### config.mk
export PLATFORM = sky130hd
export DESIGN_NAME = imuscs_top
export DESIGN_NICKNAME = d
export VERILOG_FILES = /design/src/design/imuscs_pkg.sv /design/src/design/imuscs_top.sv
export SDC_FILE = /design/constraint.sdc
export NUM_CORES = 1
export LEC_CHECK = 0
export ABC_AREA = 1
export BUFFER_PORTS_ARGS = -buffer_cell sky130_fd_sc_hd__buf_2
export CAP_MARGIN = 20
export CORE_MARGIN = 3
export CORE_UTILIZATION = 54
export CTS_CLUSTER_DIAMETER = 150
export DETAILED_ROUTE_END_ITERATION = 12
export PLACE_DENSITY = 0.85
export SLEW_MARGIN = 20
export SYNTH_ARGS = -nofsm -noshare
export SYNTH_HDL_FRONTEND = slang
export SYNTH_SLANG_ARGS = --single-unit
### constraint.sdc
create_clock -name clk_sys_in -period 4.6 [get_ports clk_sys_in]
set_input_delay 0.23 -clock clk_sys_in [delete_from_list [all_inputs] [get_ports clk_sys_in]]
set_output_delay 0.23 -clock clk_sys_in [all_outputs]
set_load 0.1 [all_outputs]
### src/design/imuscs_pkg.sv
// constants, offsets and timing for the imu system control and status block
// How it works
// - command trigger bits start their function, then clear themselves when finished
// - command bit 7 halts sensing, reloads saved control settings, reruns start-up
// - command bit 3 copies user settings into the nonvolatile copy
// - command bits 2,1,0 latch dac, restore calibration, correct bias
// - sleep bit 8 enters normal sleep until a wake event
// - sleep ends on chip-select fall, reset-pin fall, or power cycle
// - sleep field 0x01..0xff sleeps that many half seconds
// - fixed read-only sixteen-bit product code
// - two read-only lot code words form one 32-bit lot value
// - unit number in bits 13:0, bits 15:14 read zero
// - write counter increments on every flash update, manual or after 1:0
// - misc bit 11 runs checksum, mismatch sets diagnostic bit 6
// - checksum takes 20 ms then its trigger bit clears
// - misc bit 10 runs self-test, reports bits 15:10 and 5, clears
// - misc bit 8 applies self-test stimulus while one
// - misc bit 7 enables gyro acceleration compensation, bit 6 percussion alignment
// - misc bits 2:0 enable, polarity, line of data-ready; reset 0x0006
// - flags read one for error; a read returns then clears them
// - persisting alarm and overrange errors set their flag again at the next sample end
// - flag 0 shows low supply and clears itself when supply recovers
// - flag 3 set when a transfer's clock edges are not a multiple of 16
// - flags 9,8 alarms, 4 overrange, 2 flash failure; 7 and 1 unused
// - sixteen-bit registers, low byte even address, written one byte at a time
// - a flash backup takes 75 ms
package imuscs_pkg;
  // register byte addresses (low byte)
  localparam logic [6:0] ADDR_NVM_COUNT  = 7'h00;
  localparam logic [6:0] ADDR_MISC       = 7'h34;
  localparam logic [6:0] ADDR_SLEEP      = 7'h3a;
  localparam logic [6:0] ADDR_DIAG       = 7'h3c;
  localparam logic [6:0] ADDR_GLOBAL     = 7'h3e;
  localparam logic [6:0] ADDR_LOT_FIRST  = 7'h52;
  localparam logic [6:0] ADDR_LOT_SECOND = 7'h54;
  localparam logic [6:0] ADDR_PRODUCT    = 7'h56;
  localparam logic [6:0] ADDR_UNIT       = 7'h58;

  // reset values and writable masks
  localparam logic [15:0] MISC_RESET     = 16'h0006;
  localparam logic [15:0] MISC_WR_MASK   = 16'h0dc7;
  localparam logic [7:0]  GLOBAL_WR_MASK = 8'h8f;
  localparam logic [15:0] UNIT_MASK      = 16'h3fff;
  localparam logic [15:0] DIAG_MASK      = 16'hff7d;

  // field positions
  localparam int unsigned GC_SWRESET  = 7;
  localparam int unsigned GC_FLASH    = 3;
  localparam int unsigned GC_DAC      = 2;
  localparam int unsigned GC_CAL      = 1;
  localparam int unsigned GC_BIAS     = 0;
  localparam int unsigned MC_CHECKSUM = 11;
  localparam int unsigned MC_SELFTEST = 10;
  localparam int unsigned MC_STIM     = 8;
  localparam int unsigned MC_ACC_COMP = 7;
  localparam int unsigned MC_PERC     = 6;
  localparam int unsigned MC_DR_EN    = 2;
  localparam int unsigned MC_DR_POL   = 1;
  localparam int unsigned MC_DR_SEL   = 0;
  localparam int unsigned SC_NORMAL   = 0; // bit 8 lands at bit 0 of the high byte
  localparam int unsigned DG_SUPPLY   = 0;
  localparam int unsigned DG_FLASH    = 2;
  localparam int unsigned DG_SPI      = 3;
  localparam int unsigned DG_RANGE    = 4;
  localparam int unsigned DG_ST_ANY   = 5;
  localparam int unsigned DG_CHECKSUM = 6;
  localparam int unsigned DG_ALARM1   = 8;
  localparam int unsigned DG_ALARM2   = 9;
  localparam int unsigned DG_ST_LO    = 10;

  // timing at the 20 MHz system clock
  localparam int unsigned CLK_KHZ      = 20_000;
  localparam int unsigned FLASH_MS     = 75;
  localparam int unsigned CHECKSUM_MS  = 20;
  localparam int unsigned HALF_SEC_MS  = 500;
  localparam int unsigned DR_PULSE_US  = 40;
  localparam int unsigned FLASH_CYC    = FLASH_MS * CLK_KHZ;
  localparam int unsigned CHECKSUM_CYC = CHECKSUM_MS * CLK_KHZ;
  localparam int unsigned HALF_SEC_CYC = HALF_SEC_MS * CLK_KHZ;
  localparam int unsigned DR_PULSE_CYC = (DR_PULSE_US * CLK_KHZ) / 1000;
  localparam int unsigned STARTUP_CYC  = 1000;
  localparam int unsigned SELFTEST_CYC = 1000;

  typedef enum logic [3:0] {
    SEQ_IDLE, SEQ_STARTUP, SEQ_FLASH, SEQ_CAL, SEQ_BIAS,
    SEQ_CHECKSUM, SEQ_SELFTEST, SEQ_SLEEP
  } imuscs_seq_type;
endpackage

### src/design/imuscs_top.sv
// system control, command sequencing and status flags of the imu
`timescale 1ns/1ps
module imuscs_top #(
  parameter int unsigned FLASH_CYCLES    = imuscs_pkg::FLASH_CYC,
  parameter int unsigned CHECKSUM_CYCLES = imuscs_pkg::CHECKSUM_CYC,
  parameter int unsigned HALF_SEC_CYCLES = imuscs_pkg::HALF_SEC_CYC,
  parameter int unsigned STARTUP_CYCLES  = imuscs_pkg::STARTUP_CYC,
  parameter int unsigned SELFTEST_CYCLES = imuscs_pkg::SELFTEST_CYC,
  parameter logic [15:0] PRODUCT_CODE    = 16'h5a5a, // arbitrary value
  parameter logic [15:0] LOT_FIRST       = 16'h1111, // arbitrary value
  parameter logic [15:0] LOT_SECOND      = 16'h2222, // arbitrary value
  parameter logic [15:0] UNIT_NUMBER     = 16'h0001  // arbitrary value
) (
  input  wire logic        clk_sys_in,
  input  wire logic        reset_in,
  input  wire logic        wr_en_in,
  input  wire logic [6:0]  wr_addr_in,
  input  wire logic [7:0]  wr_byte_in,
  input  wire logic        rd_en_in,
  input  wire logic [6:0]  rd_addr_in,
  input  wire logic        xfer_end_in,
  input  wire logic [3:0]  xfer_edges_in,
  input  wire logic        sample_tick_in,
  input  wire logic        cs_n_in,
  input  wire logic        rst_pin_n_in,
  input  wire logic        supply_low_in,
  input  wire logic        alarm1_in,
  input  wire logic        alarm2_in,
  input  wire logic        overrange_in,
  input  wire logic        flash_fail_in,
  input  wire logic        checksum_bad_in,
  input  wire logic [5:0]  selftest_fail_in,
  output logic [15:0]      rd_data_out,
  output logic             sensing_halt_out,
  output logic             sleeping_out,
  output logic             dac_latch_out,
  output logic             cal_restore_out,
  output logic             bias_correct_out,
  output logic             selftest_stim_out,
  output logic             accel_comp_en_out,
  output logic             percussion_en_out,
  output logic             digital_line_first_out,
  output logic             digital_line_first_oe_n_out,
  output logic             digital_line_second_out,
  output logic             digital_line_second_oe_n_out
);
  import imuscs_pkg::*;

  logic [15:0]    misc_q;
  logic [15:0]    misc_nvm_q;
  logic [7:0]     glob_q;
  logic [15:0]    diag_q;
  logic [15:0]    nvm_count_q;
  logic           sleep_req_q;
  logic [7:0]     sleep_dur_q;
  imuscs_seq_type seq_q;
  logic [31:0]    tmr_q;
  logic [7:0]     half_left_q;
  logic           timed_q;
  logic [7:0]     clr_glob_q;
  logic [1:0]     clr_misc_q;
  logic [7:0]     flash_done_mask_q;
  logic           reload_q;
  logic           flash_err_q;
  logic           chk_done_q;
  logic           st_done_q;
  logic [2:0]     cs_sync_q;
  logic [2:0]     rp_sync_q;
  logic [1:0]     sup_sync_q;
  logic [9:0]     dr_cnt_q;
  logic           wake;
  logic           wr_lo;
  logic           wr_hi;

  // byte write decode: even address is the low byte
  function automatic logic hit(input logic [6:0] a, input logic [6:0] base);
    return a[6:1] == base[6:1];
  endfunction

  // merge one byte into a word under a writable mask
  function automatic logic [15:0] merge(input logic [15:0] cur, input logic hi,
                                        input logic [7:0] b, input logic [15:0] m);
    logic [15:0] nw;
    nw = hi ? {b, cur[7:0]} : {cur[15:8], b};
    return (nw & m) | (cur & ~m);
  endfunction

  assign wr_lo = wr_en_in & ~wr_addr_in[0];
  assign wr_hi = wr_en_in & wr_addr_in[0];

  // pin inputs: two flops, third flop only for edge detection
  always_ff @(posedge clk_sys_in or posedge reset_in) begin
    if (reset_in) begin
      cs_sync_q  <= 3'b111;
      rp_sync_q  <= 3'b111;
      sup_sync_q <= 2'b00;
    end else begin
      cs_sync_q  <= {cs_sync_q[1:0], cs_n_in};
      rp_sync_q  <= {rp_sync_q[1:0], rst_pin_n_in};
      sup_sync_q <= {sup_sync_q[0], supply_low_in};
    end
  end

  assign wake = (cs_sync_q[2] & ~cs_sync_q[1]) | (rp_sync_q[2] & ~rp_sync_q[1]);

  // misc control: bus bytes, self-clearing test triggers, reload on restart
  always_ff @(posedge clk_sys_in or posedge reset_in) begin
    if (reset_in) begin
      misc_q <= MISC_RESET;
    end else begin
      logic [15:0] nx;
      nx = misc_q;
      if (reload_q) begin
        nx = misc_nvm_q & ~(16'h0001 << MC_CHECKSUM) & ~(16'h0001 << MC_SELFTEST);
      end
      if (clr_misc_q[1]) begin
        nx[MC_CHECKSUM] = 1'b0;
      end
      if (clr_misc_q[0]) begin
        nx[MC_SELFTEST] = 1'b0;
      end
      // masked bytes; a new write wins over a clear
      if (wr_en_in && hit(wr_addr_in, ADDR_MISC)) begin
        nx = merge(nx, wr_addr_in[0], wr_byte_in, MISC_WR_MASK);
      end
      misc_q <= nx;
    end
  end

  // global command: write one starts, sequencer clears when done
  always_ff @(posedge clk_sys_in or posedge reset_in) begin
    if (reset_in) begin
      glob_q <= 8'h00;
    end else begin
      if (wr_lo && hit(wr_addr_in, ADDR_GLOBAL)) begin
        glob_q <= (glob_q & ~clr_glob_q) | (wr_byte_in & GLOBAL_WR_MASK);
      end else begin
        glob_q <= glob_q & ~clr_glob_q;
      end
    end
  end

  // sleep control is write-only; a write of bit 8 or of a nonzero duration posts a request
  always_ff @(posedge clk_sys_in or posedge reset_in) begin
    if (reset_in) begin
      sleep_req_q <= 1'b0;
      sleep_dur_q <= 8'h00;
    end else if (wr_en_in && hit(wr_addr_in, ADDR_SLEEP) &&
                 (wr_hi ? wr_byte_in[SC_NORMAL] : (wr_byte_in != 8'h00))) begin
      sleep_req_q <= 1'b1;
      sleep_dur_q <= wr_hi ? 8'h00 : wr_byte_in;
    end else if (seq_q == SEQ_SLEEP) begin
      sleep_req_q <= 1'b0;
    end
  end

  // function sequencer, one long job at a time
  always_ff @(posedge clk_sys_in or posedge reset_in) begin
    if (reset_in) begin
      seq_q             <= SEQ_IDLE;
      tmr_q             <= 32'h0000_0000;
      half_left_q       <= 8'h00;
      timed_q           <= 1'b0;
      clr_glob_q        <= 8'h00;
      clr_misc_q        <= 2'b00;
      flash_done_mask_q <= 8'h00;
      reload_q          <= 1'b0;
      flash_err_q       <= 1'b0;
      chk_done_q        <= 1'b0;
      st_done_q         <= 1'b0;
      dac_latch_out     <= 1'b0;
      cal_restore_out   <= 1'b0;
      bias_correct_out  <= 1'b0;
      misc_nvm_q        <= MISC_RESET;
      nvm_count_q       <= 16'h0000;
    end else begin
      clr_glob_q       <= 8'h00;
      clr_misc_q       <= 2'b00;
      reload_q         <= 1'b0;
      flash_err_q      <= 1'b0;
      chk_done_q       <= 1'b0;
      st_done_q        <= 1'b0;
      dac_latch_out    <= 1'b0;
      cal_restore_out  <= 1'b0;
      bias_correct_out <= 1'b0;
      case (seq_q)
        SEQ_IDLE: begin
          tmr_q <= 32'h0000_0000;
          // skip while a clear mask is pending, so a finished command is not started twice
          if (glob_q[GC_SWRESET] && clr_glob_q == 8'h00) begin
            seq_q    <= SEQ_STARTUP;
            reload_q <= 1'b1;
          end else if (glob_q[GC_FLASH] && clr_glob_q == 8'h00) begin
            seq_q             <= SEQ_FLASH;
            flash_done_mask_q <= 8'h01 << GC_FLASH;
            misc_nvm_q        <= misc_q;
            nvm_count_q       <= nvm_count_q + 16'h0001;
          end else if (glob_q[GC_DAC] && clr_glob_q == 8'h00) begin
            dac_latch_out      <= 1'b1;
            clr_glob_q[GC_DAC] <= 1'b1;
          end else if (glob_q[GC_CAL] && clr_glob_q == 8'h00) begin
            seq_q           <= SEQ_CAL;
            cal_restore_out <= 1'b1;
          end else if (glob_q[GC_BIAS] && clr_glob_q == 8'h00) begin
            seq_q            <= SEQ_BIAS;
            bias_correct_out <= 1'b1;
          end else if (misc_q[MC_CHECKSUM] && clr_misc_q == 2'b00) begin
            seq_q <= SEQ_CHECKSUM;
          end else if (misc_q[MC_SELFTEST] && clr_misc_q == 2'b00) begin
            seq_q <= SEQ_SELFTEST;
          end else if (sleep_req_q) begin
            seq_q       <= SEQ_SLEEP;
            timed_q     <= sleep_dur_q != 8'h00;
            half_left_q <= sleep_dur_q;
          end
        end
        SEQ_STARTUP: begin
          tmr_q <= tmr_q + 32'h0000_0001;
          if (tmr_q >= STARTUP_CYCLES - 1) begin
            seq_q                  <= SEQ_IDLE;
            clr_glob_q[GC_SWRESET] <= 1'b1;
          end
        end
        SEQ_CAL, SEQ_BIAS: begin
          // automatic update after calibration or bias functions
          seq_q             <= SEQ_FLASH;
          tmr_q             <= 32'h0000_0000;
          flash_done_mask_q <= (seq_q == SEQ_CAL) ? (8'h01 << GC_CAL) : (8'h01 << GC_BIAS);
          misc_nvm_q        <= misc_q;
          nvm_count_q       <= nvm_count_q + 16'h0001;
        end
        SEQ_FLASH: begin
          tmr_q <= tmr_q + 32'h0000_0001;
          if (tmr_q >= FLASH_CYCLES - 1) begin
            seq_q       <= SEQ_IDLE;
            clr_glob_q  <= flash_done_mask_q;
            flash_err_q <= flash_fail_in;
          end
        end
        SEQ_CHECKSUM: begin
          tmr_q <= tmr_q + 32'h0000_0001;
          if (tmr_q >= CHECKSUM_CYCLES - 1) begin
            seq_q         <= SEQ_IDLE;
            clr_misc_q[1] <= 1'b1;
            chk_done_q    <= 1'b1;
          end
        end
        SEQ_SELFTEST: begin
          tmr_q <= tmr_q + 32'h0000_0001;
          if (tmr_q >= SELFTEST_CYCLES - 1) begin
            seq_q         <= SEQ_IDLE;
            clr_misc_q[0] <= 1'b1;
            st_done_q     <= 1'b1;
          end
        end
        SEQ_SLEEP: begin
          if (wake) begin
            seq_q <= SEQ_IDLE;
          end else if (timed_q) begin
            if (tmr_q >= HALF_SEC_CYCLES - 1) begin
              tmr_q       <= 32'h0000_0000;
              half_left_q <= half_left_q - 8'h01;
              if (half_left_q == 8'h01) begin
                seq_q <= SEQ_IDLE;
              end
            end else begin
              tmr_q <= tmr_q + 32'h0000_0001;
            end
          end
        end
        default: begin
          seq_q <= SEQ_IDLE;
        end
      endcase
    end
  end

  // diagnostic flags: sticky except supply flag 0, cleared by read, hardware set wins
  always_ff @(posedge clk_sys_in or posedge reset_in) begin
    if (reset_in) begin
      diag_q <= 16'h0000;
    end else begin
      logic [15:0] nx;
      logic [15:0] set;
      nx  = diag_q;
      set = 16'h0000;
      if (rd_en_in && hit(rd_addr_in, ADDR_DIAG)) begin
        nx = 16'h0000;
      end
      // persisting conditions return at sample end
      if (sample_tick_in) begin
        set[DG_ALARM1] = alarm1_in;
        set[DG_ALARM2] = alarm2_in;
        set[DG_RANGE]  = overrange_in;
      end
      set[DG_SPI]      = xfer_end_in && (xfer_edges_in != 4'h0);
      set[DG_FLASH]    = flash_err_q;
      set[DG_CHECKSUM] = chk_done_q & checksum_bad_in;
      set[15:10]       = st_done_q ? selftest_fail_in : 6'b00_0000;
      set[DG_ST_ANY]   = st_done_q & (|selftest_fail_in);
      nx = (nx | set) & DIAG_MASK;
      // supply flag follows the supply level
      nx[DG_SUPPLY] = sup_sync_q[1];
      diag_q <= nx;
    end
  end

  // registered read data; unmapped and write-only addresses read zero
  always_ff @(posedge clk_sys_in or posedge reset_in) begin
    if (reset_in) begin
      rd_data_out <= 16'h0000;
    end else if (rd_en_in) begin
      if (hit(rd_addr_in, ADDR_MISC)) begin
        rd_data_out <= misc_q;
      end else if (hit(rd_addr_in, ADDR_DIAG)) begin
        rd_data_out <= diag_q;
      end else if (hit(rd_addr_in, ADDR_GLOBAL)) begin
        rd_data_out <= {8'h00, glob_q};
      end else if (hit(rd_addr_in, ADDR_NVM_COUNT)) begin
        rd_data_out <= nvm_count_q;
      end else if (hit(rd_addr_in, ADDR_LOT_FIRST)) begin
        rd_data_out <= LOT_FIRST;
      end else if (hit(rd_addr_in, ADDR_LOT_SECOND)) begin
        rd_data_out <= LOT_SECOND;
      end else if (hit(rd_addr_in, ADDR_PRODUCT)) begin
        rd_data_out <= PRODUCT_CODE;
      end else if (hit(rd_addr_in, ADDR_UNIT)) begin
        rd_data_out <= UNIT_NUMBER & UNIT_MASK;
      end else begin
        rd_data_out <= 16'h0000;
      end
    end
  end

  // control outputs registered from the misc bits and sequencer state
  always_ff @(posedge clk_sys_in or posedge reset_in) begin
    if (reset_in) begin
      selftest_stim_out <= 1'b0;
      accel_comp_en_out <= 1'b0;
      percussion_en_out <= 1'b0;
      sensing_halt_out  <= 1'b1;
      sleeping_out      <= 1'b0;
    end else begin
      selftest_stim_out <= misc_q[MC_STIM];
      accel_comp_en_out <= misc_q[MC_ACC_COMP];
      percussion_en_out <= misc_q[MC_PERC];
      sensing_halt_out  <= (seq_q == SEQ_STARTUP) || (seq_q == SEQ_SLEEP);
      sleeping_out      <= seq_q == SEQ_SLEEP;
    end
  end

  // data-ready pulse width counter, restarted by each sample tick
  always_ff @(posedge clk_sys_in or posedge reset_in) begin
    if (reset_in) begin
      dr_cnt_q <= 10'h000;
    end else if (sample_tick_in) begin
      dr_cnt_q <= DR_PULSE_CYC[9:0];
    end else if (dr_cnt_q != 10'h000) begin
      dr_cnt_q <= dr_cnt_q - 10'h001;
    end
  end

  // data-ready drive; unselected line released (oe low drives the pin)
  always_ff @(posedge clk_sys_in or posedge reset_in) begin
    if (reset_in) begin
      digital_line_first_out       <= 1'b0;
      digital_line_first_oe_n_out  <= 1'b1;
      digital_line_second_out      <= 1'b0;
      digital_line_second_oe_n_out <= 1'b1;
    end else begin
      digital_line_first_out       <= (dr_cnt_q != 10'h000) ~^ misc_q[MC_DR_POL];
      digital_line_second_out      <= (dr_cnt_q != 10'h000) ~^ misc_q[MC_DR_POL];
      digital_line_first_oe_n_out  <= ~(misc_q[MC_DR_EN] & ~misc_q[MC_DR_SEL]);
      digital_line_second_oe_n_out <= ~(misc_q[MC_DR_EN] & misc_q[MC_DR_SEL]);
    end
  end
endmodule

Word level (Yosys, flattened, before mapping). Cells that the tools add are included.

Register bits: 191. Bits in latches: 0. Memory bits (writable): 0. Bits in read-only memories: 0. Bits of input ports: 46. Memories: 0.

Add/sub/neg operators: 4. Multiply operators: 0. Div/mod/pow operators: 0. Magnitude comparators: 4. Equal/unequal tests: 38. Shifts and indexed selects: 0. Mux-type cells: 94. Bitwise operators: 28. Reductions and logical operators: 37.

Operators with widths (number): $mux W16 (11); $mux W8 (16); $mux W32 (3); $pmux W32 S3 (1); $mux W4 (16); $pmux W16 S2 (2); $mux W15 (3); $eq A6 B5 Y1 const B (6); $add A32 B1 Y32 const B (1); $ge A32 B10 Y1 const B (1); $ge A32 B19 Y1 const B (1); $ge A32 B21 Y1 const B (1); $ge A32 B24 Y1 const B (1); $pmux W8 S2 (2); $mux W1 (30); $ne A2 B2 Y1 const B (14); $eq A6 B6 Y1 const B (4); $pmux W4 S6 (1); $mux W10 (2); $add A16 B1 Y16 const B (1); $eq A4 B3 Y1 const B (4); $or A12 B16 Y16 (1); $or A16 B16 Y16 (1); $reduce_bool A8 Y1 (2); 38 further kinds (80).

Longest topological paths before layout. Gate-level depths: netlist of the first run.

Depth in word-level cells: 10. Mapped depth: 15. Mapped depth without buffers: 14.

Worst setup path before layout of the first run. No wires, ideal clock.

Path kind: register to register. Start: reg clr_glob_q[2]. End: reg nvm_count_q[14]. Library setup time: 123 ps. Arrival time: 2074 ps. Setup slack: 2403 ps. Cell stages (with the launch flop): 12. Buffers on the path: 1. Period minus slack after synthesis: 2197 ps. Path through: dfrtp_1 -> nor2_1 -> nand3_1 -> nor2_1 -> nand2_1 -> nand2_1 -> nand2_1 -> buf_2 -> nor2_2 -> nand4_1 -> o21ai_0 -> nand2_1.

Word-level cells in the longest chain between the ends: 4.

Ends and longest elaborated chain: from (decl) (line imuscs_top.sv:60) `logic [7:0] clr_glob_q;`; from (signal assigned) (line imuscs_top.sv:236) `clr_glob_q <= flash_done_mask_q;`; $logic_not A8 Y1 * (line imuscs_top.sv:190, imuscs_top.sv:193); $logic_and A1 B1 Y1, on equally long branches (line imuscs_top.sv:193, imuscs_top.sv:190); $ne A2 B2 Y1 (no source line); $reduce_and A3 Y1 (no source line) *; to (signal assigned) (line imuscs_top.sv:197) `nvm_count_q <= nvm_count_q + 16'h0001;`; to (signal assigned) (line imuscs_top.sv:230) `nvm_count_q <= nvm_count_q + 16'h0001;`; to (decl) (line imuscs_top.sv:53) `logic [15:0] nvm_count_q;`.

Every way passes the cells marked *; elsewhere a longest branch is shown, timed or not. A chain may end at the register's enable or synchronous reset.

Final worst setup path of the first run.
Start: reg tmr_q[0]. End: reg tmr_q[18].

Word-level cells in the longest chain between the ends: 5.

Ends and longest elaborated chain: from (decl) (line imuscs_top.sv:57) `logic [31:0] tmr_q;`; from (signal assigned) (line imuscs_top.sv:218) `tmr_q <= tmr_q + 32'h0000_0001;`; from (signal assigned) (line imuscs_top.sv:233) `tmr_q <= tmr_q + 32'h0000_0001;`; from (signal assigned) (line imuscs_top.sv:241) `tmr_q <= tmr_q + 32'h0000_0001;`; $add A32 B1 Y32 / $ge A32 B24 Y1 (equally long branches); $mux W32 (line imuscs_top.sv:260) `if (tmr_q >= HALF_SEC_CYCLES - 1) begin`; $mux W32 (line imuscs_top.sv:259) `end else if (timed_q) begin`; $mux W32 (line imuscs_top.sv:257) `if (wake) begin`; $pmux W32 S3 * (line imuscs_top.sv:186) `case (seq_q)`.

Every way passes the cells marked *; elsewhere a longest branch is shown, timed or not. The select of a mux whose other input is x is not followed.

==> metrics.md, run 1 <==
| Metric | Value |
|---|---|
| Routed via count divided by cell count | `between 5 and 6` |
| DRT Pass-1 Iters | `5` |
| Register share of total power | `between 40% and 50%` |
| Total via count in the routed design | `around 7900` |
| Count of distinct cell types in the synthesized netlist | `43` |
| Number of CTS-inserted buffers | `17` |
| Post-Place Cell Area | `approximately 0.0095 mm^2` |
| Violated checks | `hold timing` |
| Cell Rows | `between 40 and 50` |
| Combinational Power Share | `7.8%` |
| Final count of negative-setup-slack endpoints | `0` |
| Cells after Synth | `~1200` |
| Number of antenna violations at the first check in global routing | `0` |
| Drt wl/cell | `around 14 um` |
| Residual DRC | `0` |
| Die outline area | `0.0181 mm^2` |
| Shortest period the worst path allows | `approximately 2.5 ns` |
| Die Y-Extent | `about 130 um` |
| Relative slew slack | `between 30% and 40%` |
| TNS Setup | `0 ns` |
| Reg2reg end | `tmr_q[18]$_DFFE_PP0P_` |
| Cell mode on critical path | `nand2_1` |
| Total congestion overflow after global routing | `0` |
| Global-route wire length before repair | `between 30 and 40 mm` |
| RSZ-0062 raised after global routing | `false` |
| Worst r2r path cells | `14` |
| Clock tree from TritonCTS | `yes` |
| Status | `complete, but fails checks` |
| Largest net degree at the start of global routing | `approximately 180` |
| Core box area | `around 0.016 mm^2` |
| Number of max-cap violations | `0` |
| Net Sw Power | `875 uW` |
| Origin of the critical flop-to-flop path | `tmr_q[0]$_DFFE_PP0P_` |
| Kind of path behind the tightest hold check | `in -> async` |
| Post-Synthesis Cell Area | `0.00893 mm^2` |
| Average cell area after synthesis | `7.64 um^2` |
| Transition time of the tightest slew-check pin | `~0.95 ns` |
| Synthesized net count | `roughly 1200` |
| VDD IR max | `0.262 mV` |
| Final nets | `~1300` |
| Clock tree sinks | `between 150 and 200` |
| Post-route fraction of the period consumed by the critical path | `roughly 55%` |
| Number of global-route vias before repair | `7456` |
| Count of boundary I/O pins | `74` |
| Number of flops mapped to enable cells by yosys | `0` |
| Root cell of the clock tree | `clkbuf_16` |
| Global placement routability congestion | `between 0.9 and 1` |
| Port-buffer cells | `between 70 and 80` |
| Power Density | `around 330 mW/mm^2` |
| Clock latency of the later-clocked register in the worst-skew pair | `~0.43 ns` |
| Detailed Route Iter0 Violations | `between 800 and 900` |
| Share of synthesized area occupied by flip-flops and latches | `between 40% and 50%` |
| Clock Power Share | `between 40 and 50%` |
| Chip Width | `about 130 um` |
| Critical Path RT | `a little under 5 ns` |
| Number of levels in the clock H-tree | `4` |
| Data arrival time of the worst path | `~2.9 ns` |
| Worst setup slack before clock tree synthesis | `around 2.1 ns` |
| Number of instances resized during post-cts repair | `0` |
| Crit. End Element | `flop` |
| Synth warn | `0` |
| Area grow syn2layout | `13.2%` |
| Total wirelength of the detailed-routed design | `between 20 and 25 mm` |
| Slack of the worst reg-to-reg path | `between 2 and 2.5 ns` |
| Final core utilization | `62.9%` |
| Cell-internal power | `2430 uW` |
| Fin Clk Skew | `between 0.01 and 0.015 ns` |
| Chain of cells forming the critical path | `ha_1 -> nand3_1 -> inv_1 -> nand2_1 -> nand2_1 -> nand2_1 -> nand2_1 -> nand2_1 -> nand2_1 -> o21ai_2 -> inv_1 -> nand2_1 -> nand2_1 -> inv_1` |
| Clock transition at the register clock pins on the worst setup and hold paths after CTS | `0.07 ns` |
| Primary FF master, synth | `dfrtp_1` |
| Post-route setup slack | `2.08 ns` |
| Initial standard-cell utilization of the core | `around 56%` |
| Flip-flop and latch count after synthesis | `174` |
| Clk buf depth | `2` |
| Overall fraction of global-route tracks in use | `23.9%` |
| Switching Share | `roughly a quarter` |
| Type of the worst setup path | `reg -> reg` |
| Launching element type of the critical path | `flop` |
| Static leakage | `about 0.0053 uW` |
| Post-route design area | `between 0.01 and 0.015 mm^2` |
| Antenna diode count | `0` |
| Worst hold slack | `-0.000723 ns` |
| Worst-path maximum fanout | `22` |
| Number of routed nets with antenna violations | `0` |
| Hpwl dp | `roughly 15 mm` |
| Delay of the slowest cell on the worst path | `0.53 ns` |
| Pins Over Slew Limit | `0` |
| Hold Vio Cnt, Final | `1` |
| Commonest non-fill, non-tap cells in the layout | `281 x nand2_1, 199 x inv_1, 161 x dfrtp_1` |
| Worst path slowest cell | `nand2_1` |
| Most common cell after layout, fill and taps aside | `nand2_1` |
| Share of synthesized flip-flops with an asynchronous set or reset | `100%` |
| Highest achievable clock rate | `397 MHz` |
| Fraction of final layout cells sized beyond drive strength 1 | `a little over a tenth` |
-- area by class of cell --
| class | instances | area, um^2 |
|---|---|---|
| Tap cell | 216 | 270 |
| Fill cell | 1382 | 5950 |
| Timing Repair Buffer | 77 | 418 |
| Inverter | 204 | 772 |
| Clock buffer | 18 | 439 |
| Clock inverter | 14 | 149 |
| Multi-Input combinational cell | 769 | 3690 |
| Sequential cell | 174 | 4370 |
-- metal layers --
layer | routed length, um | global-route usage (%) | share of wire [%]
met1 | 9150 | 31.8 | 43
met2 | 9980 | 39.1 | 47
met3 | 1290 | 4.25 | 6.1
met4 | 652 | 9.90 | 3.1
met5 | 0 | 0 | 0
-- cells in the mapped netlist (2+ instances only) --
| library cell | number | share of area, % |
|---|---|---|
| xor2_1 | 26 | 2.6 |
| nand2_1 | 281 | 12 |
| a221oi_1 | 2 | 0.20 |
| a21boi_0 | 2 | 0.17 |
| nor2_2 | 4 | 0.28 |
| a211oi_1 | 2 | 0.17 |
| nor3b_1 | 3 | 0.25 |
| o31ai_1 | 2 | 0.17 |
| o21ai_2 | 2 | 0.20 |
| nand3_1 | 60 | 3.4 |
| xnor2_1 | 12 | 1.2 |
| a21oi_1 | 33 | 1.8 |
| nor2_1 | 121 | 5.1 |
| o21ai_0 | 122 | 6.8 |
| inv_1 | 200 | 8.4 |
| clkbuf_1 | 11 | 0.46 |
| nor3_1 | 32 | 1.8 |
| nand4_1 | 24 | 1.7 |
| and3_1 | 2 | 0.14 |
| dfrtp_1 | 161 | 45 |
| nand3_2 | 2 | 0.22 |
| ha_1 | 5 | 0.70 |
| buf_4 | 2 | 0.17 |
| nor4_1 | 3 | 0.21 |
| o41ai_1 | 2 | 0.20 |
| dfstp_2 | 13 | 3.8 |
| inv_2 | 3 | 0.13 |
| buf_2 | 6 | 0.34 |
| o22ai_1 | 16 | 1.1 |
-- critical path, delay by kind of cell, from the launching register on --
family                   cells  cell delay, ns
AND/OR/NAND/NOR              9            1.30
AO/OA/AOI/OAI                1            0.24
buffers and inverters        3            0.24
flip-flops                   1            0.42
adder cells (fa/ha/maj)      1            0.24
-- cells by family after synthesis --
group                    count (synthesis)  synth area share [%]
AND/OR/NAND/NOR                        538                  25.5
buffers and inverters                  225                  9.75
AO/OA/AOI/OAI                          188                  11.3
flip-flops                             174                  48.9
XOR/XNOR                                38                  3.73
adder cells (fa/ha/maj)                  5                 0.701
-- power groups by stage --
stage | Combinational, uW | Clock, uW | Sequential [uW]
final | 257 | 1440 | 1610
after global placement | 247 | 0 | 1630
after floorplan | 123 | 0 | 1690
after CTS | 258 | 1460 | 1610
after detailed placement | 253 | 0 | 1640
after global routing | 286 | 1530 | 1610
-- state kept, by name (all words and copies together) (netlist names), 2 cells and up, named ones only --
name and flops:
misc_q 8, rp_sync_q 3, dr_cnt_q 10, seq_q 3, half_left_q 8, sleep_dur_q 8
nvm_count_q 16, misc_nvm_q 14, clr_glob_q 5, flash_done_mask_q 3, rd_data_out 16, glob_q 5
diag_q 14, cs_sync_q 3, sup_sync_q 2, tmr_q 32
-- stage by stage --
step	cells	hold WS, ns	total power, uW
global placement	1437	0.335	1880
floorplan	1168	0.234	1810
global route	1472	0.0135	3430
finish	1472	-0.000723	3300
detailed placement	1437	0.336	1890
CTS	1472	0.00825	3320
-- timing repair --
item                                   4_1_cts  5_1_grt
endpoints found under the hold margin        3        0
buffers inserted                             0        0
hold buffers                                 3        0
-- how the worst max path moves through the flow --
stage	start	end	slack (ns)	depth (start not counted)
after floorplan	reset_in	asynchronous set/reset pin	2.16	1
after global placement	tmr_q[0]$_DFFE_PP0P_	tmr_q[22]$_DFFE_PP0P_	2.15	14
after detailed placement	tmr_q[0]$_DFFE_PP0P_	tmr_q[18]$_DFFE_PP0P_	2.10	14
after CTS	tmr_q[0]$_DFFE_PP0P_	tmr_q[18]$_DFFE_PP0P_	2.08	14
after global routing	tmr_q[0]$_DFFE_PP0P_	tmr_q[16]$_DFFE_PP0P_	1.74	14
final	tmr_q[0]$_DFFE_PP0P_	tmr_q[18]$_DFFE_PP0P_	2.08	14
Note: power is estimated with default switching activity, not from simulation.
==> run 2: changes to the inputs <==
clock period = 2.3 ns   (was 4.6 ns; I/O delays follow)
==> metrics.md, run 2 (synthesis results as in run 1) <==
| Metric | Value |
|---|---|
| Status | `completed (was complete, but fails checks)` |
| Cell total after placement | `1452 (was 1437)` |
| Core box area | `0.0161 mm^2 (unchanged)` |
| Post-route setup slack | `0.181 ns (was 2.08 ns)` |
| Hold Vio Cnt, Final | `0 (was 1)` |
| Fin Clk Skew | `0.0169 ns (was 0.0108 ns)` |
| Crit. End Element | `flop (unchanged)` |
| Number of antenna violations at the first check in global routing | `0 (unchanged)` |
| Worst setup slack before clock tree synthesis | `0.234 ns (was 2.10 ns)` |
| Number of CTS-inserted buffers | `17 (unchanged)` |
| Total congestion overflow after global routing | `0 (unchanged)` |
| Dominant delay contributor by cell family on the critical path | `simple AND/OR/NAND/NOR gates (unchanged)` |
| Final count of negative-setup-slack endpoints | `0 (unchanged)` |
| Residual DRC | `0 (unchanged)` |
| Number of max-cap violations | `0 (unchanged)` |
| RSZ-0062 raised after global routing | `false (unchanged)` |
| Hold path start | `wr_byte_in[4]` |
| Detailed Route Iter0 Violations | `808 (was 817)` |
| Largest net degree at the start of global routing | `64 (was 175)` |
| Kind of path behind the tightest hold check | `in -> reg (was in -> async)` |
| Post-route fraction of the period consumed by the critical path | `92.1% (was 54.7%)` |
| Top flop regs | `tmr_q: 32 flops, nvm_count_q: 16 flops, rd_data_out: 16 flops (unchanged)` |
| Final core utilization | `65.0% (was 62.9%)` |
| Die Y-Extent | `135 um (unchanged)` |
| Type of the worst setup path | `reg -> reg (unchanged)` |
| Initial standard-cell utilization of the core | `55.6% (unchanged)` |
| Register ranked first by flip-flop count | `tmr_q (unchanged)` |
| Chip Width | `135 um (unchanged)` |
| Highest achievable clock rate | `472 MHz (was 397 MHz)` |
| Transition time of the tightest slew-check pin | `0.658 ns (was 0.954 ns)` |
| VDD IR max | `0.517 mV (was 0.262 mV)` |
| Commonest non-fill, non-tap cells in the layout | `281 x nand2_1, 199 x inv_1, 161 x dfrtp_1 (unchanged)` |
| Drt wl/cell | `14.2 um (was 14.3 um)` |
| Area grow syn2layout | `16.9% (was 13.2%)` |
| Clock tree from TritonCTS | `yes (unchanged)` |
| Static leakage | `0.00544 uW (was 0.00530 uW)` |
| Chain of cells forming the critical path | `ha_1 -> nand3_1 -> inv_1 -> nand2_1 -> nor2_1 -> inv_1 -> nor2_1 -> nand3_1 -> nor2_1 -> nand2_1 -> nand2_1 -> inv_1 -> nand2_1 -> inv_1 (was ha_1 -> nand3_1 -> inv_1 -> nand2_1 -> nand2_1 -> nand2_1 -> nand2_1 -> nand2_1 -> nand2_1 -> o21ai_2 -> inv_1 -> nand2_1 -> nand2_1 -> inv_1)` |
| Worst-path maximum fanout | `5 (was 22)` |
| Number of levels in the clock H-tree | `4 (unchanged)` |
| Post-CTS setup buffer count | `0 (unchanged)` |
| Port-buffer cells | `72 (unchanged)` |
| Count of boundary I/O pins | `74 (unchanged)` |
| Power Density | `626 mW/mm^2 (was 327 mW/mm^2)` |
| Number of global-route vias before repair | `7530 (was 7456)` |
| Routed via count divided by cell count | `5.38 (was 5.36)` |
| Origin of the critical flop-to-flop path | `tmr_q[0]$_DFFE_PP0P_ (unchanged)` |
| Overall fraction of global-route tracks in use | `24.4% (was 23.9%)` |
| Global-route wire length before repair | `35.7 mm (was 35.1 mm)` |
| Delay of the slowest cell on the worst path | `0.41 ns (was 0.53 ns)` |
| Hpwl dp | `15.0 mm (was 14.7 mm)` |
| Pins Over Slew Limit | `0 (unchanged)` |
| Critical path launch point | `tmr_q[0]$_DFFE_PP0P_ (unchanged)` |
| Cell Rows | `46 (unchanged)` |
| Number of routed nets with antenna violations | `0 (unchanged)` |
| Die outline area | `0.0181 mm^2 (unchanged)` |
| Clock transition at the register clock pins on the worst setup and hold paths after CTS | `0.07 ns (about the same)` |
| Number of flip-flops under the largest register name | `32 (unchanged)` |
| Fraction of final layout cells sized beyond drive strength 1 | `11.7% (was 10.9%)` |
| Global placement routability congestion | `0.953 (was 0.939)` |
| Final nets | `1331 (was 1294)` |
| Data arrival time of the worst path | `2.44 ns (was 2.88 ns)` |
| Root cell of the clock tree | `clkbuf_16 (unchanged)` |
| Clock tree sinks | `174 (unchanged)` |
| Launching element type of the critical path | `flop (unchanged)` |
| Total via count in the routed design | `8119 (was 7886)` |
| Total wirelength of the detailed-routed design | `21.5 mm (was 21.1 mm)` |
| Shortest period the worst path allows | `2.12 ns (was 2.52 ns)` |
| Clk buf depth | `2 (unchanged)` |
| Relative slew slack | `55.9% (was 36.4%)` |
| Final non-filler cell total | `1508 (was 1472)` |
| Crit path buffers/inverters | `4 (was 3)` |
| Worst path slowest cell | `dfrtp_1 (was nand2_1)` |
| DRT Pass-1 Iters | `6 (was 5)` |
| Critical Path RT | `2.62 ns (was 4.96 ns)` |
| Most common cell after layout, fill and taps aside | `nand2_1 (unchanged)` |
| Antenna diode count | `0 (unchanged)` |
| Total power | `6530 uW (was 3300 uW)` |
| Filler cell count | `1261 (was 1382)` |
| Clock latency of the later-clocked register in the worst-skew pair | `0.44 ns (was 0.43 ns)` |
-- run 2: changes by cell type in the layout (fill, tap and decap cells not counted), sizes merged --
cell / before / now
clkinv: 5 / 3
dlygate4sd3: 3 / 25
buf: 74 / 89
clkbuf: 18 / 19
clkinvlp: 2 / 6
inv: 210 / 206
-- run 2: metal layers --
metal	up-vias	part of all wire, %	GRT usage, %
met5	-	0	0
met4	0	2.3	8.94
met3	48	6.9	4.88
met2	337	48	39.6
met1	3798	43	32.8
li1	3936	-	-
-- run 2: stage by stage --
step	area (um^2)	TNS, ns	hold slack, ns
2_1_floorplan	8930	-4.68	0.119
3_3_place_gp	9630	0	0.220
3_5_place_dp	9630	0	0.211
6_report	10400	0	0.0142
5_1_grt	10400	0	0.0263
4_1_cts	10400	0	0.00811
-- run 2: layout make-up --
| class | count | area (um^2) | share of cell area [%] |
|---|---|---|---|
| flip-flops and latches | 174 | 4370 | 41.9 |
| clock buffers | 19 | 433 | 4.15 |
| repair buffers | 114 | 776 | 7.43 |
| well taps | 216 | 270 | 2.59 |
| clock inverters | 12 | 115 | 1.10 |
| multi-input cells | 769 | 3700 | 35.5 |
| inverters | 204 | 772 | 7.40 |
-- run 2: final timing paths --
kind | endpoint | slack (ns) | depth (start not counted)
worst max-delay path | tmr_q[20]$_DFFE_PP0P_ | 0.18 | 14
worst min-delay path | sleep_dur_q[4]$_DFFE_PP0P_ | 0.01 | 3
worst max register to register | tmr_q[20]$_DFFE_PP0P_ | 0.18 | 14
min in group asynchronous | dr_cnt_q[2]$_DFFE_PP0P_ | 0.29 | 3
worst min register to register | diag_q[0]$_DFF_PP0_ | 0.35 | 0
max in group asynchronous | flash_done_mask_q[0]$_DFFE_PP0P_ | 1.15 | 5
-- run 2: what timing repair did --
item                                   CTS  global route
hold buffers                            25             0
endpoints found under the hold margin   55             0
setup endpoints to repair                0             2
gates resized for setup                  0             3
-- run 2: power by group --
part           total, uW  switching [uW]  internal, uW  leakage (uW)
clock               2750            1260          1490      0.000254
sequential          3220            57.1          3160       0.00226
combinational        558             391           168       0.00293
-- run 2: worst min-delay path, delay by kind of cell --
family,cells,cell delay (ns)
AOI/OAI and AO/OA,1,0.10
buffers and inverters,1,0.11
and+or+nand+nor,1,0.07
==> run 3: changes to the inputs <==
CELL_PAD_IN_SITES_DETAIL_PLACEMENT = 1   (was unset)
CELL_PAD_IN_SITES_GLOBAL_PLACEMENT = 2   (was unset)
CORE_UTILIZATION = 33   (was 54)
CTS_BUF_LIST = sky130_fd_sc_hd__clkbuf_4 sky130_fd_sc_hd__clkbuf_8   (was unset)
PLACE_DENSITY = 0.87   (was 0.85)
==> metrics.md, run 3 (synthesis results as in run 1) <==
| Metric | Value |
|---|---|
| Clock tree sinks | `174 (unchanged)` |
| Root cell of the clock tree | `clkbuf_8 (was clkbuf_16)` |
| Pins Over Slew Limit | `0 (unchanged)` |
| Number of levels in the clock H-tree | `4 (unchanged)` |
| Type of the worst setup path | `reg -> reg (unchanged)` |
| Clock transition at the register clock pins on the worst setup and hold paths after CTS | `0.12 ns (was 0.07 ns)` |
| Static leakage | `0.00549 uW (was 0.00544 uW)` |
| Clock tree from TritonCTS | `yes (unchanged)` |
| Overall fraction of global-route tracks in use | `18.0% (was 24.4%)` |
| Global-route wire length before repair | `42.2 mm (was 35.7 mm)` |
| Post-route fraction of the period consumed by the critical path | `92.1% (about the same)` |
| Detailed Route Iter0 Violations | `373 (was 808)` |
| Critical Path RT | `2.70 ns (was 2.62 ns)` |
| Number of CTS-inserted buffers | `17 (unchanged)` |
| Hpwl dp | `18.9 mm (was 15.0 mm)` |
| Antenna diode count | `0 (unchanged)` |
| Fin Clk Skew | `0.0287 ns (was 0.0169 ns)` |
| Die Y-Extent | `170 um (was 135 um)` |
| Power Density | `578 mW/mm^2 (was 626 mW/mm^2)` |
| Relative slew slack | `61.9% (was 55.9%)` |
| Kind of path behind the tightest hold check | `in -> reg (unchanged)` |
| Total wirelength of the detailed-routed design | `25.6 mm (was 21.5 mm)` |
| Cell total after placement | `1580 (was 1452)` |
| Drt wl/cell | `15.5 um (was 14.2 um)` |
| VDD IR max | `0.347 mV (was 0.517 mV)` |
| Net Sw Power | `1860 uW (was 1710 uW)` |
| Count of boundary I/O pins | `74 (unchanged)` |
| Crit. End Element | `flop (unchanged)` |
| Data arrival time of the worst path | `2.52 ns (was 2.44 ns)` |
| Final non-filler cell total | `1645 (was 1508)` |
| Status | `completed (unchanged)` |
| Global placement routability congestion | `0.849 (was 0.953)` |
| Clock Power Share | `38.4% (was 42.2%)` |
| Clk buf depth | `2 (unchanged)` |
| Final nets | `1348 (was 1331)` |
| Hold Vio Cnt, Final | `0 (unchanged)` |
| Launching element type of the critical path | `flop (unchanged)` |
| Reg2reg end | `tmr_q[31]$_DFFE_PP0P_ (was tmr_q[20]$_DFFE_PP0P_)` |
| Cell mode on critical path | `nor2_1` |
| Final count of negative-setup-slack endpoints | `0 (unchanged)` |
| Combinational Power Share | `9.3% (was 8.6%)` |
| Slack of the worst reg-to-reg path | `0.18 ns (about the same)` |
| Dominant delay contributor by cell family on the critical path | `simple AND/OR/NAND/NOR gates (unchanged)` |
| Clock latency of the later-clocked register in the worst-skew pair | `0.48 ns (was 0.44 ns)` |
| Number of routed nets with antenna violations | `0 (unchanged)` |
| Number of global-route vias before repair | `8464 (was 7530)` |
| Port-buffer cells | `72 (unchanged)` |
| Fraction of final layout cells sized beyond drive strength 1 | `13.1% (was 11.7%)` |
| Chain of cells forming the critical path | `buf_4 -> nand3_1 -> nor2_2 -> inv_1 -> nor2_1 -> nand2_1 -> nor2_1 -> nand2_1 -> nor2_1 -> nand4_1 -> a21oi_1 (was ha_1 -> nand3_1 -> inv_1 -> nand2_1 -> nor2_1 -> inv_1 -> nor2_1 -> nand3_1 -> nor2_1 -> nand2_1 -> nand2_1 -> inv_1 -> nand2_1 -> inv_1)` |
| Highest achievable clock rate | `472 MHz (about the same)` |
| Origin of the critical flop-to-flop path | `tmr_q[1]$_DFFE_PP0P_ (was tmr_q[0]$_DFFE_PP0P_)` |
| Number of flip-flops under the largest register name | `32 (unchanged)` |
| Switching Share | `30.3% (was 26.1%)` |
| Number of instances on the worst hold path | `4 (was 3)` |
| Top flop regs | `tmr_q: 32 flops, nvm_count_q: 16 flops, rd_data_out: 16 flops (unchanged)` |
| Commonest non-fill, non-tap cells in the layout | `280 x nand2_1, 199 x inv_1, 161 x dfrtp_1 (was 281 x nand2_1, 199 x inv_1, 161 x dfrtp_1)` |
| Register ranked first by flip-flop count | `tmr_q (unchanged)` |
| Total via count in the routed design | `7967 (was 8119)` |
| Routed via count divided by cell count | `4.84 (was 5.38)` |
| Chip Width | `170 um (was 135 um)` |
| Worst-path maximum fanout | `4 (was 5)` |
| Cell Rows | `59 (was 46)` |
| Register share of total power | `52.3% (was 49.3%)` |
| Worst setup slack before clock tree synthesis | `0.139 ns (was 0.234 ns)` |
| Largest net degree at the start of global routing | `70 (was 64)` |
| Worst r2r path cells | `11 (was 14)` |
| Worst path slowest cell | `dfrtp_1 (unchanged)` |
| Total congestion overflow after global routing | `0 (unchanged)` |
| Die outline area | `0.0291 mm^2 (was 0.0181 mm^2)` |
| Crit path buffers/inverters | `2 (was 4)` |
| Residual DRC | `0 (unchanged)` |
| Core box area | `0.0264 mm^2 (was 0.0161 mm^2)` |
| Number of max-cap violations | `0 (unchanged)` |
| Area grow syn2layout | `19.1% (was 16.9%)` |
| DRT Pass-1 Iters | `4 (was 6)` |
| Delay of the slowest cell on the worst path | `0.40 ns (was 0.41 ns)` |
| Min-Delay Endpoint | `misc_q[2]$_DFF_PP1_ (was sleep_dur_q[4]$_DFFE_PP0P_)` |
| Initial standard-cell utilization of the core | `33.9% (was 55.6%)` |
| Cell-internal power | `4290 uW (was 4820 uW)` |
| Most common cell after layout, fill and taps aside | `nand2_1 (unchanged)` |
| Post-route setup slack | `0.182 ns (was 0.181 ns)` |
| Shortest period the worst path allows | `2.12 ns (about the same)` |
| Number of antenna violations at the first check in global routing | `0 (unchanged)` |
| Hold path start | `wr_addr_in[0] (was wr_byte_in[4])` |
| Transition time of the tightest slew-check pin | `0.570 ns (was 0.658 ns)` |
## run 3: through the flow
stage	hold slack (ns)	power [uW]	TNS, ns	utilization [%]	area, um^2
2_1_floorplan	0.119	3630	-4.68	-	8930
3_3_place_gp	0.146	3800	0	37.4	9850
3_5_place_dp	0.150	3810	0	37.4	9850
4_1_cts	0.00764	6240	0	40.2	10600
5_1_grt	0.0743	6420	-0.0353	40.4	10600
6_report	0.0571	6150	0	40.4	10600
## run 3: worst max-delay path by stage
stage	end	slack (ns)	cells after the start	from
5_1_grt	tmr_q[20]$_DFFE_PP0P_	-0.04	14	tmr_q[1]$_DFFE_PP0P_
6_report	tmr_q[31]$_DFFE_PP0P_	0.18	11	tmr_q[1]$_DFFE_PP0P_
2_1_floorplan	asynchronous set/reset pin	-0.03	1	reset_in
4_1_cts	half_left_q[7]$_DFFE_PP0P_	0.14	14	tmr_q[0]$_DFFE_PP0P_
3_5_place_dp	half_left_q[1]$_DFFE_PP0P_	0.14	14	tmr_q[0]$_DFFE_PP0P_
3_3_place_gp	tmr_q[20]$_DFFE_PP0P_	0.23	15	tmr_q[0]$_DFFE_PP0P_
## run 3: repair_timing
item                                   4_1_cts  5_1_grt
hold buffers                                29        0
resized for setup                            0        8
buffers inserted                             0        4
setup endpoints to repair                    0       36
endpoints found under the hold margin       67        0
## run 3: final cells by class
type | instances | area, um^2
Multi-Input combinational cell | 769 | 3710
Clock buffer | 17 | 234
Inverter | 204 | 772
Timing Repair Buffer | 131 | 926
Clock inverter | 15 | 204
Tap cell | 335 | 419
Fill cell | 3291 | 15700
Sequential cell | 174 | 4370
## run 3: worst min-delay path: stages
cell and delay [ns]:
buf_2 0.10, nor2_1 0.13, nand2_1 0.09, o21ai_0 0.08
## run 3: routing by layer
metal	GRT usage, %	wire length, um
met3	2.74	516
met1	24.4	12400
met2	30.3	12300
met4	4.80	377
met5	0	0
## run 3: power groups by stage
stage	Clock (uW)	Combinational [uW]	Sequential [uW]
4_1_cts	2450	577	3220
3_5_place_dp	0	536	3280
6_report	2360	571	3220
3_3_place_gp	0	525	3270
2_1_floorplan	0	245	3380
5_1_grt	2550	637	3230
